### config.mk
export PLATFORM = sky130hd
export DESIGN_NAME = lfi_indicator
export DESIGN_NICKNAME = d
export VERILOG_FILES = /design/src/core/lfi_pkg.sv /design/src/core/lfi_indicator.sv
export SDC_FILE = /design/constraint.sdc
export NUM_CORES = 1
export LEC_CHECK = 0
export BUFFER_PORTS_ARGS = -buffer_cell sky130_fd_sc_hd__buf_2
export CAP_MARGIN = 20
export CORE_ASPECT_RATIO = 2
export CORE_MARGIN = 2
export CORE_UTILIZATION = 35
export CTS_CLUSTER_DIAMETER = 150
export DETAILED_ROUTE_END_ITERATION = 16
export PLACE_DENSITY = 0.46
export SLEW_MARGIN = 20
export SYNTH_ARGS = -nofsm -noshare
export SYNTH_HDL_FRONTEND = slang
export SYNTH_HIERARCHICAL = 1
export SYNTH_SLANG_ARGS = --single-unit
### constraint.sdc
create_clock -name core_clk -period 7.6 [get_ports core_clk]
set_input_delay 0.76 -clock core_clk [delete_from_list [all_inputs] [get_ports core_clk]]
set_output_delay 0.76 -clock core_clk [all_outputs]
set_load 0.01 [all_outputs]
### src/core/lfi_pkg.sv
// constants and types for the flame and status led indicator
// Notes on behaviour
// - two separate led outputs are driven, one for flame sensing and one for system status.
// - the heartbeat alternates half a second bright and half a second dim with no pause.
// - a single code x is x pulses at 2 hz, then two seconds off, repeated.
// - a normal flame signal shows the heartbeat on the flame led.
// - a weak but adequate flame signal shows code 2 on the flame led.
// - a marginal flame signal shows code 1 on the flame led.
// - a flame signal below the operating minimum holds the flame led steadily off.
// - the status led is off with no heat demand, fast during calibration, heartbeat in run.
// - a failed pilot trial shows code 2 on the status led while a five minute delay runs.
// - when the five minute delay expires a new trial starts and the retry code is left.
// - a code x+y is x pulses, two seconds off, y pulses, three seconds off, repeated.
`default_nettype none

package lfi_pkg;
    localparam int unsigned CLK_PERIOD_NS  = 4;
    localparam int unsigned TICK_NS        = 125_000_000;
    localparam int unsigned TICK_CYCLES    = TICK_NS / CLK_PERIOD_NS;
    localparam int unsigned TICK_W         = 25;
    localparam int unsigned TICKS_PER_S    = 8;
    localparam int unsigned PULSE_HZ       = 2;
    localparam int unsigned PULSE_TICKS    = TICKS_PER_S / (2 * PULSE_HZ);
    localparam int unsigned HEART_TICKS    = TICKS_PER_S / 2;
    localparam int unsigned GAP1_S         = 2;
    localparam int unsigned GAP2_S         = 3;
    localparam int unsigned GAP1_TICKS     = GAP1_S * TICKS_PER_S;
    localparam int unsigned GAP2_TICKS     = GAP2_S * TICKS_PER_S;
    localparam int unsigned RETRY_S        = 300;
    localparam int unsigned RETRY_TICKS    = RETRY_S * TICKS_PER_S;
    localparam int unsigned TCNT_W         = 5;
    localparam int unsigned CODE_W         = 4;
    localparam int unsigned RETRY_W        = 12;
    localparam logic [3:0]  WEAK_CODE      = 4'h2;
    localparam logic [3:0]  MARGINAL_CODE  = 4'h1;
    localparam logic [3:0]  RETRY_CODE     = 4'h2;
    localparam logic [3:0]  NO_CODE        = 4'h0;

    typedef enum logic [1:0] {FL_NONE, FL_MARGINAL, FL_WEAK, FL_NORMAL} lfi_flame_t;
    typedef enum logic [1:0] {ST_IDLE, ST_CALIB, ST_RUN, ST_CODE} lfi_status_t;
    typedef enum logic [1:0] {PAT_OFF, PAT_FAST, PAT_HEART, PAT_CODE} lfi_pat_t;
    typedef enum logic [2:0] {SEG_A_ON, SEG_A_OFF, SEG_A_GAP,
                              SEG_B_ON, SEG_B_OFF, SEG_B_GAP} lfi_seg_t;
endpackage : lfi_pkg

`default_nettype wire

### src/core/lfi_indicator.sv
// led pattern generator and the two-led indicator top with retry delay timer
`timescale 1ns/10ps
`default_nettype none

module lfi_led_pattern (
    input  wire logic                   clk,
    input  wire logic                   rst_n,
    input  wire logic                   tick,
    input  wire lfi_pkg::lfi_pat_t      pat,
    input  wire logic [lfi_pkg::CODE_W-1:0] code_x,
    input  wire logic [lfi_pkg::CODE_W-1:0] code_y,
    output logic                        led
);
    import lfi_pkg::*;

    lfi_pat_t              pat_q_r;
    logic [CODE_W-1:0]     x_q_r;
    logic [CODE_W-1:0]     y_q_r;
    lfi_seg_t              seg_r;
    lfi_seg_t              seg_nxt;
    logic [TCNT_W-1:0]     tcnt_r;
    logic [TCNT_W-1:0]     tcnt_nxt;
    logic [CODE_W-1:0]     pcnt_r;
    logic [CODE_W-1:0]     pcnt_nxt;
    logic [1:0]            pwm_r;
    logic                  led_nxt;

    function automatic logic [TCNT_W-1:0] seg_len(input lfi_seg_t s);
        case (s)
            SEG_A_GAP: seg_len = TCNT_W'(GAP1_TICKS);
            SEG_B_GAP: seg_len = TCNT_W'(GAP2_TICKS);
            default:   seg_len = TCNT_W'(PULSE_TICKS);
        endcase
    endfunction : seg_len

    wire               sel_change = (pat != pat_q_r) || (code_x != x_q_r) || (code_y != y_q_r);
    wire               seg_end    = (tcnt_r == seg_len(seg_r) - TCNT_W'(1));
    wire [CODE_W-1:0]  pcnt_inc   = pcnt_r + CODE_W'(1);
    wire               cyc_pat    = (pat == PAT_HEART) || (pat == PAT_FAST);
    // dim phase is a quarter duty so the led stays visibly lit
    wire               dim        = (pwm_r == 2'h0);

    always_comb begin
        seg_nxt  = seg_r;
        tcnt_nxt = tcnt_r;
        pcnt_nxt = pcnt_r;
        if (sel_change) begin
            seg_nxt  = SEG_A_ON;
            tcnt_nxt = '0;
            pcnt_nxt = '0;
        end else if (tick && cyc_pat) begin
            tcnt_nxt = (tcnt_r + TCNT_W'(1)) & TCNT_W'(2 * HEART_TICKS - 1);
        end else if (tick && seg_end) begin
            tcnt_nxt = '0;
            case (seg_r)
                SEG_A_ON: begin
                    seg_nxt = (pcnt_inc == code_x) ? SEG_A_GAP : SEG_A_OFF;
                    pcnt_nxt = pcnt_inc;
                end
                SEG_A_OFF: seg_nxt = SEG_A_ON;
                SEG_A_GAP: begin
                    seg_nxt  = (code_y != NO_CODE) ? SEG_B_ON : SEG_A_ON;
                    pcnt_nxt = '0;
                end
                SEG_B_ON: begin
                    seg_nxt = (pcnt_inc == code_y) ? SEG_B_GAP : SEG_B_OFF;
                    pcnt_nxt = pcnt_inc;
                end
                SEG_B_OFF: seg_nxt = SEG_B_ON;
                SEG_B_GAP: begin
                    seg_nxt  = SEG_A_ON;
                    pcnt_nxt = '0;
                end
                default: seg_nxt = SEG_A_ON;
            endcase
        end else if (tick) begin
            tcnt_nxt = tcnt_r + TCNT_W'(1);
        end
    end

    always_comb begin
        case (pat)
            PAT_FAST:  led_nxt = tcnt_nxt[0];
            PAT_HEART: led_nxt = (tcnt_nxt < TCNT_W'(HEART_TICKS)) || dim;
            PAT_CODE:  led_nxt = (code_x != NO_CODE) &&
                                 ((seg_nxt == SEG_A_ON) || (seg_nxt == SEG_B_ON));
            default:   led_nxt = 1'b0;
        endcase
    end

    always_ff @(posedge clk or negedge rst_n) begin
        if (!rst_n) begin
            pat_q_r <= PAT_OFF;
            x_q_r   <= '0;
            y_q_r   <= '0;
            seg_r   <= SEG_A_ON;
            tcnt_r  <= '0;
            pcnt_r  <= '0;
            pwm_r   <= '0;
            led     <= 1'b0;
        end else begin
            pat_q_r <= pat;
            x_q_r   <= code_x;
            y_q_r   <= code_y;
            seg_r   <= seg_nxt;
            tcnt_r  <= tcnt_nxt;
            pcnt_r  <= pcnt_nxt;
            pwm_r   <= pwm_r + 2'h1;
            led     <= led_nxt;
        end
    end

    localparam int unsigned P_LAST = PULSE_TICKS - 1;
    localparam int unsigned G_LAST = GAP1_TICKS - 1;
endmodule : lfi_led_pattern

module lfi_indicator #(
    parameter int unsigned TICK_CYCLES = lfi_pkg::TICK_CYCLES
) (
    input  wire logic                   core_clk,
    input  wire logic                   rst_n,
    input  wire lfi_pkg::lfi_flame_t    flame_class,
    input  wire lfi_pkg::lfi_status_t   status_mode,
    input  wire logic [lfi_pkg::CODE_W-1:0] status_x,
    input  wire logic [lfi_pkg::CODE_W-1:0] status_y,
    input  wire logic                   retry_start,
    output logic                        flame_led,
    output logic                        status_led,
    output logic                        retry_active,
    output logic                        new_trial
);
    import lfi_pkg::*;

    logic [TICK_W-1:0]   tick_cnt_r;
    logic                tick_r;
    logic [RETRY_W-1:0]  retry_cnt_r;
    logic                retry_active_r;
    logic                new_trial_r;

    wire                 tick_wrap   = (tick_cnt_r == TICK_W'(TICK_CYCLES - 1));
    wire                 retry_go    = retry_start && !retry_active_r;
    wire                 retry_done  = retry_active_r && tick_r &&
                                       (retry_cnt_r == RETRY_W'(RETRY_TICKS - 1));

    // flame led depends on flame class only; status led never sees it
    lfi_pat_t            flame_pat;
    wire [CODE_W-1:0]    flame_x;
    assign flame_pat = (flame_class == FL_NORMAL) ? PAT_HEART :
                       (flame_class == FL_NONE)   ? PAT_OFF : PAT_CODE;
    assign flame_x   = (flame_class == FL_WEAK)     ? WEAK_CODE :
                       (flame_class == FL_MARGINAL) ? MARGINAL_CODE : NO_CODE;

    lfi_pat_t            status_pat;
    wire [CODE_W-1:0]    stat_x;
    wire [CODE_W-1:0]    stat_y;
    assign status_pat = retry_active_r          ? PAT_CODE :
                        (status_mode == ST_IDLE)  ? PAT_OFF :
                        (status_mode == ST_CALIB) ? PAT_FAST :
                        (status_mode == ST_RUN)   ? PAT_HEART : PAT_CODE;
    assign stat_x = retry_active_r ? RETRY_CODE : status_x;
    assign stat_y = retry_active_r ? NO_CODE : status_y;

    always_ff @(posedge core_clk or negedge rst_n) begin
        if (!rst_n) begin
            tick_cnt_r <= '0;
            tick_r     <= 1'b0;
        end else begin
            tick_cnt_r <= tick_wrap ? '0 : tick_cnt_r + TICK_W'(1);
            tick_r     <= tick_wrap;
        end
    end

    // a retry request during a running delay is ignored, not restarted
    always_ff @(posedge core_clk or negedge rst_n) begin
        if (!rst_n) begin
            retry_cnt_r    <= '0;
            retry_active_r <= 1'b0;
            new_trial_r    <= 1'b0;
        end else begin
            if (retry_go) begin
                retry_cnt_r <= '0;
            end else if (retry_active_r && tick_r) begin
                retry_cnt_r <= retry_cnt_r + RETRY_W'(1);
            end
            retry_active_r <= retry_go || (retry_active_r && !retry_done);
            new_trial_r    <= retry_done;
        end
    end

    assign retry_active = retry_active_r;
    assign new_trial    = new_trial_r;

    lfi_led_pattern u_flame (
        .clk    (core_clk),
        .rst_n  (rst_n),
        .tick   (tick_r),
        .pat    (flame_pat),
        .code_x (flame_x),
        .code_y (NO_CODE),
        .led    (flame_led)
    );

    lfi_led_pattern u_status (
        .clk    (core_clk),
        .rst_n  (rst_n),
        .tick   (tick_r),
        .pat    (status_pat),
        .code_x (stat_x),
        .code_y (stat_y),
        .led    (status_led)
    );
endmodule : lfi_indicator

`default_nettype wire

==> metrics.md, run 1 <==
| Metric | Value |
|---|---|
| DRC violations left | 0 |
| Slew HR | 0.387 |
| Initial detailed-routing violation count | 115 |
| Sw frac | 0.226 |
| CTS Root Cell | clkbuf_16 |
| Reg2Reg Depth | 8 |
| Place WS | 4.60 ns |
| Die W | 91.1 microns |
| Delay-heaviest family, CP | simple AND/OR/NAND/NOR gates |
| Cts hold-fix bufs | 0 |
| Power Density | 166 nW/um^2 |
| Core Area | 14800 sq um |
| Total Power | 0.984 mW |
| WP depth | 8 |
| Post-placement cell count | 743 |
| Routed WL | 11500 microns |
| Final Slew Violations | 0 |
| Critical path's slowest cell | dfrtp_1 |
| WP buf/inv | 0 |
| Pin count of the biggest net entering global routing | 70 |
| Initial Utilization | 0.358 |
| Gr usage total | 0.149 |
| Setup Skew | 0.00749 ns |
| Crit-path cells | or2_2, xor2_1, nor4_1, nand4_2, a21oi_1, nand3_1, a221oi_1, o22ai_1 |
| Worst Path Max Fanout | 16 |
| Mapped cell area | 5310 sq um |
| Via count | 3834 |
| Worst-Skew Late Latency | 0.35 ns |
| Design area | 5930 sq um |
| Cells after Synth | 518 |
| EDFF count, synth | 0 |
| Placed cell area | 5630 sq um |
| Final Hold Fails | 0 |
| CP Class | flip-flop to flip-flop |
| Clock Path Buffers | 2 |
| Clock transition at path regs | 0.07 ns |
| Register bit total from synthesis | 90 |
| Non-filler instance count after layout | 759 |
| Synth cell types | 65 |
| Gpl congestion | 0.758 |
| Die area | 16200 sq um |
| Outcome | finished clean |
| Max Cap Viol | 0 |
| Predominant post-synthesis flop cell | dfrtp_1 |
| Setup-failing EPs final | 0 |
| Clock sink count | 90 |
| # rows | 63 |
| Final min period | 2.75 ns |
| TritonCTS Buffers | 9 |
| Critical Path RT | 7.82 ns |
| Post_cts resized | 0 |
| Final ANT Viol Nets | 0 |
| H-tree depth | 3 |
| Setup slack after layout | 4.85 ns |
| Post-synth ARST share | 1.00 |
| Layout cells sized above 1 | 0.138 |
| Final Cycle Share | 0.362 |
| CP Capture Type | flip-flop |
| Arr. time, crit path | 2.97 ns |
| Area growth syn-to-layout | 11.7% |
| Max rail drop VDD | 0.000110 V |
| Final net count | 593 |
| Initial antenna violation count | 0 |
| Final setup TNS | 0 ns |
| Overflow left after global routing | 0 |
| Vias/cell | 5.05 |
| RSZ-0062 raised after global routing | false |
| Die Height | 178 microns |
| Number of diodes | 0 |
| Global-route wire length before repair | 19200 microns |
| Worst path max stage delay | 0.55 ns |
| DRT Pass-1 Iters | 4 |
| Seq/Total Area, Yosys | 0.424 |
| P_leak | 2.56 nW |
| Vias in the first global route | 4050 |
| I/O pin total | 19 |
| Port Buffers | 18 |
| Worst-margin pin slew | 0.919 ns |
| Switch Pwr | 0.223 mW |
| YS warnings | 6 |
| Gate power share | 0.036 |
| Internal power | 0.762 mW |
| Most common cell after layout, fill and taps aside | dfrtp_1 |
| Hold Path Class | primary input to async pin |
| DR WL/cell | 15.1 microns |
| Sequential Power Share | 0.493 |
| Most frequent cells in the layout | dfrtp_1 (90), xor2_1 (43), nand2_1 (39) |
| TritonCTS clock tree | yes |
| Setup bufs post-CTS | 0 |
| Mean post-synth cell area | 10.2 sq um |
| Post-DP HPWL | 8540 microns |
| Fmax | 364 MHz |
| Startpoint types | flip-flop |
| Clock share of power | 0.471 |
## routing by layer
layer | vias to the layer above | part of all wire | global-route usage | wire length, microns
li1 | 1902 | - | - | -
met5 | - | 0 | 0 | 0
met1 | 1886 | 0.40 | 0.152 | 4530
met3 | 12 | 0.014 | 0.0182 | 161
met2 | 34 | 0.57 | 0.294 | 6560
met4 | 0 | 0.018 | 0.0682 | 207
## logic make-up after synthesis
family	Yosys count	share of synthesized area
XOR/XNOR	73	0.120
AND/OR/NAND/NOR	197	0.216
buffers and inverters	37	0.0389
multiplexers	12	0.0231
AO/OA/AOI/OAI	89	0.132
other	1	0.000706
adder cells (fa/ha/maj)	19	0.0448
flip-flops	90	0.424
## final cells by class
cell class | count | area (sq um)
clock buffer | 11 | 243
sequential | 90 | 2250
inverter | 25 | 93.8
timing repair buffer | 19 | 100
multi-input combinational | 414 | 2940
tap | 195 | 244
fill | 1541 | 8890
clock inverter | 5 | 62.6
## cell usage after synthesis (9+ instances only)
library cell,number,share of area
dfrtp_1,90,0.42
xor2_1,43,0.071
nand2_1,39,0.028
nor2_1,36,0.025
xnor2_1,30,0.049
inv_1,25,0.018
nand3_1,22,0.021
ha_1,19,0.045
o21ai_0,18,0.017
a21oi_1,17,0.016
nor2b_1,15,0.018
nor4_1,15,0.018
nand4_1,12,0.014
mux2i_1,10,0.019
nor3_1,9,0.0085
## power groups by stage
stage | clock network, mW | registers [mW] | logic (mW)
final | 0.464 | 0.485 | 0.0356
after global routing | 0.498 | 0.485 | 0.0416
after CTS | 0.481 | 0.485 | 0.0371
after detailed placement | 0 | 0.494 | 0.0368
after global placement | 0 | 0.494 | 0.0364
after floorplan | 0 | 0.494 | 0.0179
## state kept, by name, indices dropped and copies added (netlist names), 3 cells and up
signal and flops:
tick_cnt_r 25, retry_cnt_r 12, u_flame/tcnt_r 5, u_status/tcnt_r 5, u_flame/pcnt_r 4, u_flame/x_q_r 4
u_flame/y_q_r 4, u_status/pcnt_r 4, u_status/x_q_r 4, u_status/y_q_r 4, u_flame/seg_r 3, u_status/seg_r 3
## worst reg2reg max path, cell delays in order (launching register included)
cell and delay, ns:
dfrtp_1 0.55, or2_2 0.43, xor2_1 0.16, nor4_1 0.35, nand4_2 0.35, a21oi_1 0.28, nand3_1 0.11, a221oi_1 0.26
o22ai_1 0.12
## path summary, 6_finish.rpt
| check | start | endpoint | slack [ns] |
|---|---|---|---|
| worst max-delay path | retry_active | u_status/led | 4.85 |
| worst min-delay path | rst_n | u_flame/pcnt_r[2] | 0.29 |
| worst max register to register | retry_active | u_status/led | 4.85 |
| worst min register to register | u_flame/pwm_r[0] | u_flame/pwm_r[0] | 0.41 |
| max in group asynchronous | rst_n | u_status/pwm_r[0] | 6.08 |
| min in group core_clk | u_flame/pwm_r[0] | u_flame/pwm_r[0] | 0.41 |
## metrics by stage
stage,utilization,hold slack [ns]
4_1_cts,0.400,0.291
3_3_place_gp,0.380,0.396
3_5_place_dp,0.380,0.402
2_1_floorplan,-,0.386
6_report,0.400,0.289
5_1_grt,0.400,0.298
Power figures use the tool's default switching activity.
==> inputs of run 2 (changes only) <==
Settings changed: PLACE_DENSITY 0.46 to 0.48.
Clock period 7.6 ns to 2.42 ns, I/O delays scaled along.
==> metrics.md, run 2 (same netlist as run 1, synthesis figures left out) <==
| Metric | Value |
|---|---|
| Hold Path Class | primary input to flip-flop (was primary input to async pin) |
| Final Hold Fails | 0 (unchanged) |
| Worst R2R Setup Slack | 0.12 ns (was 4.85 ns) |
| P_leak | 2.71 nW (was 2.56 nW) |
| Design area | 6180 sq um (was 5930 sq um) |
| Die W | 91.1 microns (unchanged) |
| Gpl congestion | 0.855 (was 0.758) |
| Overflow left after global routing | 0 (unchanged) |
| Global-route wire length before repair | 20000 microns (was 19200 microns) |
| Setup-failing EPs final | 0 (unchanged) |
| Layout cells sized above 1 | 0.190 (was 0.138) |
| H-tree depth | 3 (unchanged) |
| Initial detailed-routing violation count | 160 (was 115) |
| Fillers | 1528 (was 1541) |
| Die area | 16200 sq um (unchanged) |
| Setup slack after layout | 0.116 ns (was 4.85 ns) |
| Clock sink count | 90 (unchanged) |
| Final Slew Violations | 0 (unchanged) |
| WHS Path Cells | 2 |
| Core Area | 14800 sq um (unchanged) |
| Vias in the first global route | 4087 (was 4050) |
| Gr usage total | 0.156 (was 0.149) |
| Area growth syn-to-layout | 16.4% (was 11.7%) |
| Max rail drop VDD | 0.000311 V (was 0.000110 V) |
| Max reg flops | 25 (unchanged) |
| Power Density | 497 nW/um^2 (was 166 nW/um^2) |
| Vias/cell | 5.04 (was 5.05) |
| Fin util | 0.417 (was 0.400) |
| Via count | 3963 (was 3834) |
| Initial Utilization | 0.358 (unchanged) |
| Crit-path cells | buf_4, or2_4, xor2_1, nor4_2, nand4_2, buf_6, nor4_4, a21oi_1, mux2i_1 (was or2_2, xor2_1, nor4_1, nand4_2, a21oi_1, nand3_1, a221oi_1, o22ai_1) |
| Fmax | 434 MHz (was 364 MHz) |
| Delay-heaviest family, CP | simple AND/OR/NAND/NOR gates (unchanged) |
| CP Capture Type | flip-flop (unchanged) |
| Most frequent cells in the layout | dfrtp_1 (88), xor2_1 (43), nand2_1 (39) (was dfrtp_1 (90), xor2_1 (43), nand2_1 (39)) |
| Number of diodes | 0 (unchanged) |
| Place WS | 0.00613 ns (was 4.60 ns) |
| TritonCTS clock tree | yes (unchanged) |
| Placed cell area | 5820 sq um (was 5630 sq um) |
| Clock transition at path regs | 0.07 ns (about the same) |
| Routed WL | 11900 microns (was 11500 microns) |
| Most common cell after layout, fill and taps aside | dfrtp_1 (unchanged) |
| Final net count | 620 (was 593) |
| Post-DP HPWL | 9040 microns (was 8540 microns) |
| RSZ-0062 raised after global routing | true (was false) |
| Slew HR | 0.602 (was 0.387) |
| Top reg by flops | tick_cnt_r (unchanged) |
| Worst path max stage delay | 0.42 ns (was 0.55 ns) |
| Crit Reg-Reg Startpoint | retry_active (unchanged) |
| Max Cap Viol | 0 (unchanged) |
| CP Class | flip-flop to flip-flop (unchanged) |
| Outcome | finished clean (unchanged) |
| Hold Crit Start | status_x[1] |
| CTS Root Cell | clkbuf_16 (unchanged) |
| Initial antenna violation count | 0 (unchanged) |
| Critical Path RT | 2.69 ns (was 7.82 ns) |
| Worst Path Max Fanout | 6 (was 16) |
| Worst-margin pin slew | 0.592 ns (was 0.919 ns) |
| Clock Path Buffers | 2 (unchanged) |
| Critical path's slowest cell | dfrtp_2 (was dfrtp_1) |
| # rows | 63 (unchanged) |
| TritonCTS Buffers | 9 (unchanged) |
| Pin count of the biggest net entering global routing | 45 (was 70) |
| I/O pin total | 19 (unchanged) |
| Final ANT Viol Nets | 0 (unchanged) |
| Biggest regs | tick_cnt_r: 25 flops, retry_cnt_r: 12 flops (unchanged) |
| Startpoint types | flip-flop (unchanged) |
| Final setup TNS | 0 ns (unchanged) |
| Setup Skew | 0.00914 ns (was 0.00749 ns) |
| Final min period | 2.30 ns (was 2.75 ns) |
| Arr. time, crit path | 2.57 ns (was 2.97 ns) |
| WP buf/inv | 2 (was 0) |
| R2r endpoint | u_status/pcnt_r[2] (was u_status/led) |
| DR WL/cell | 15.2 microns (was 15.1 microns) |
| Worst Hold Path EP | u_status/x_q_r[1] |
| Worst-Skew Late Latency | 0.35 ns (about the same) |
| DRT Pass-1 Iters | 4 (unchanged) |
| Final Cycle Share | 0.952 (was 0.362) |
| Port Buffers | 18 (unchanged) |
| Die Height | 178 microns (unchanged) |
| Reg2Reg Depth | 9 (was 8) |
| DRC violations left | 0 (unchanged) |
-- run 2: how the worst max path moves through the flow --
stage	end	cells after the start	startpoint
after floorplan	u_status/led	9	retry_active
after global placement	u_status/pcnt_r[2]	8	retry_active
after detailed placement	u_status/pcnt_r[2]	8	retry_active
after CTS	u_status/pcnt_r[2]	8	retry_active
after global routing	u_status/pcnt_r[2]	8	retry_active
final	u_status/pcnt_r[2]	9	retry_active
-- run 2: timing repair --
action / 4_1_cts / 5_1_grt
resized for setup: 1 / 7
setup endpoints to repair: 1 / 7
buffers inserted: 0 / 3
hold endpoints to repair: 29 / 0
hold buffers: 1 / 0
pin swaps: 0 / 8
-- run 2: metrics by stage --
| stage | hold slack [ns] | power, mW | cells |
|---|---|---|---|
| global placement | 0.224 | 1.67 | 766 |
| global route | 0.162 | 3.19 | 786 |
| floorplan | -0.0536 | 1.61 | 541 |
| finish | 0.160 | 3.07 | 786 |
| detailed placement | 0.221 | 1.67 | 766 |
| CTS | 0.151 | 3.13 | 783 |
-- run 2: layer usage --
layer	GRT usage	vias up	wire, microns
met5	0	-	0
met2	0.295	49	6580
met4	0.0789	0	350
met1	0.168	1928	4820
li1	-	1960	-
met3	0.0190	26	197
-- run 2: power breakdown --
part           internal [mW]  switching (mW)  total [mW]
Combinational         0.0453          0.0752       0.121
Clock                  0.799           0.632        1.43
Sequential              1.52         0.00587        1.52
Total                   2.36           0.713        3.07
-- run 2: final cells by class --
type                       count  area [sq um]  share of cell area
clock buffer                   9           225              0.0365
tap                          195           244              0.0395
sequential                    90          2250               0.365
inverter                      25          93.8              0.0152
clock inverter                 7          68.8              0.0111
timing repair buffer          46           322              0.0520
multi-input combinational    414          2970               0.481
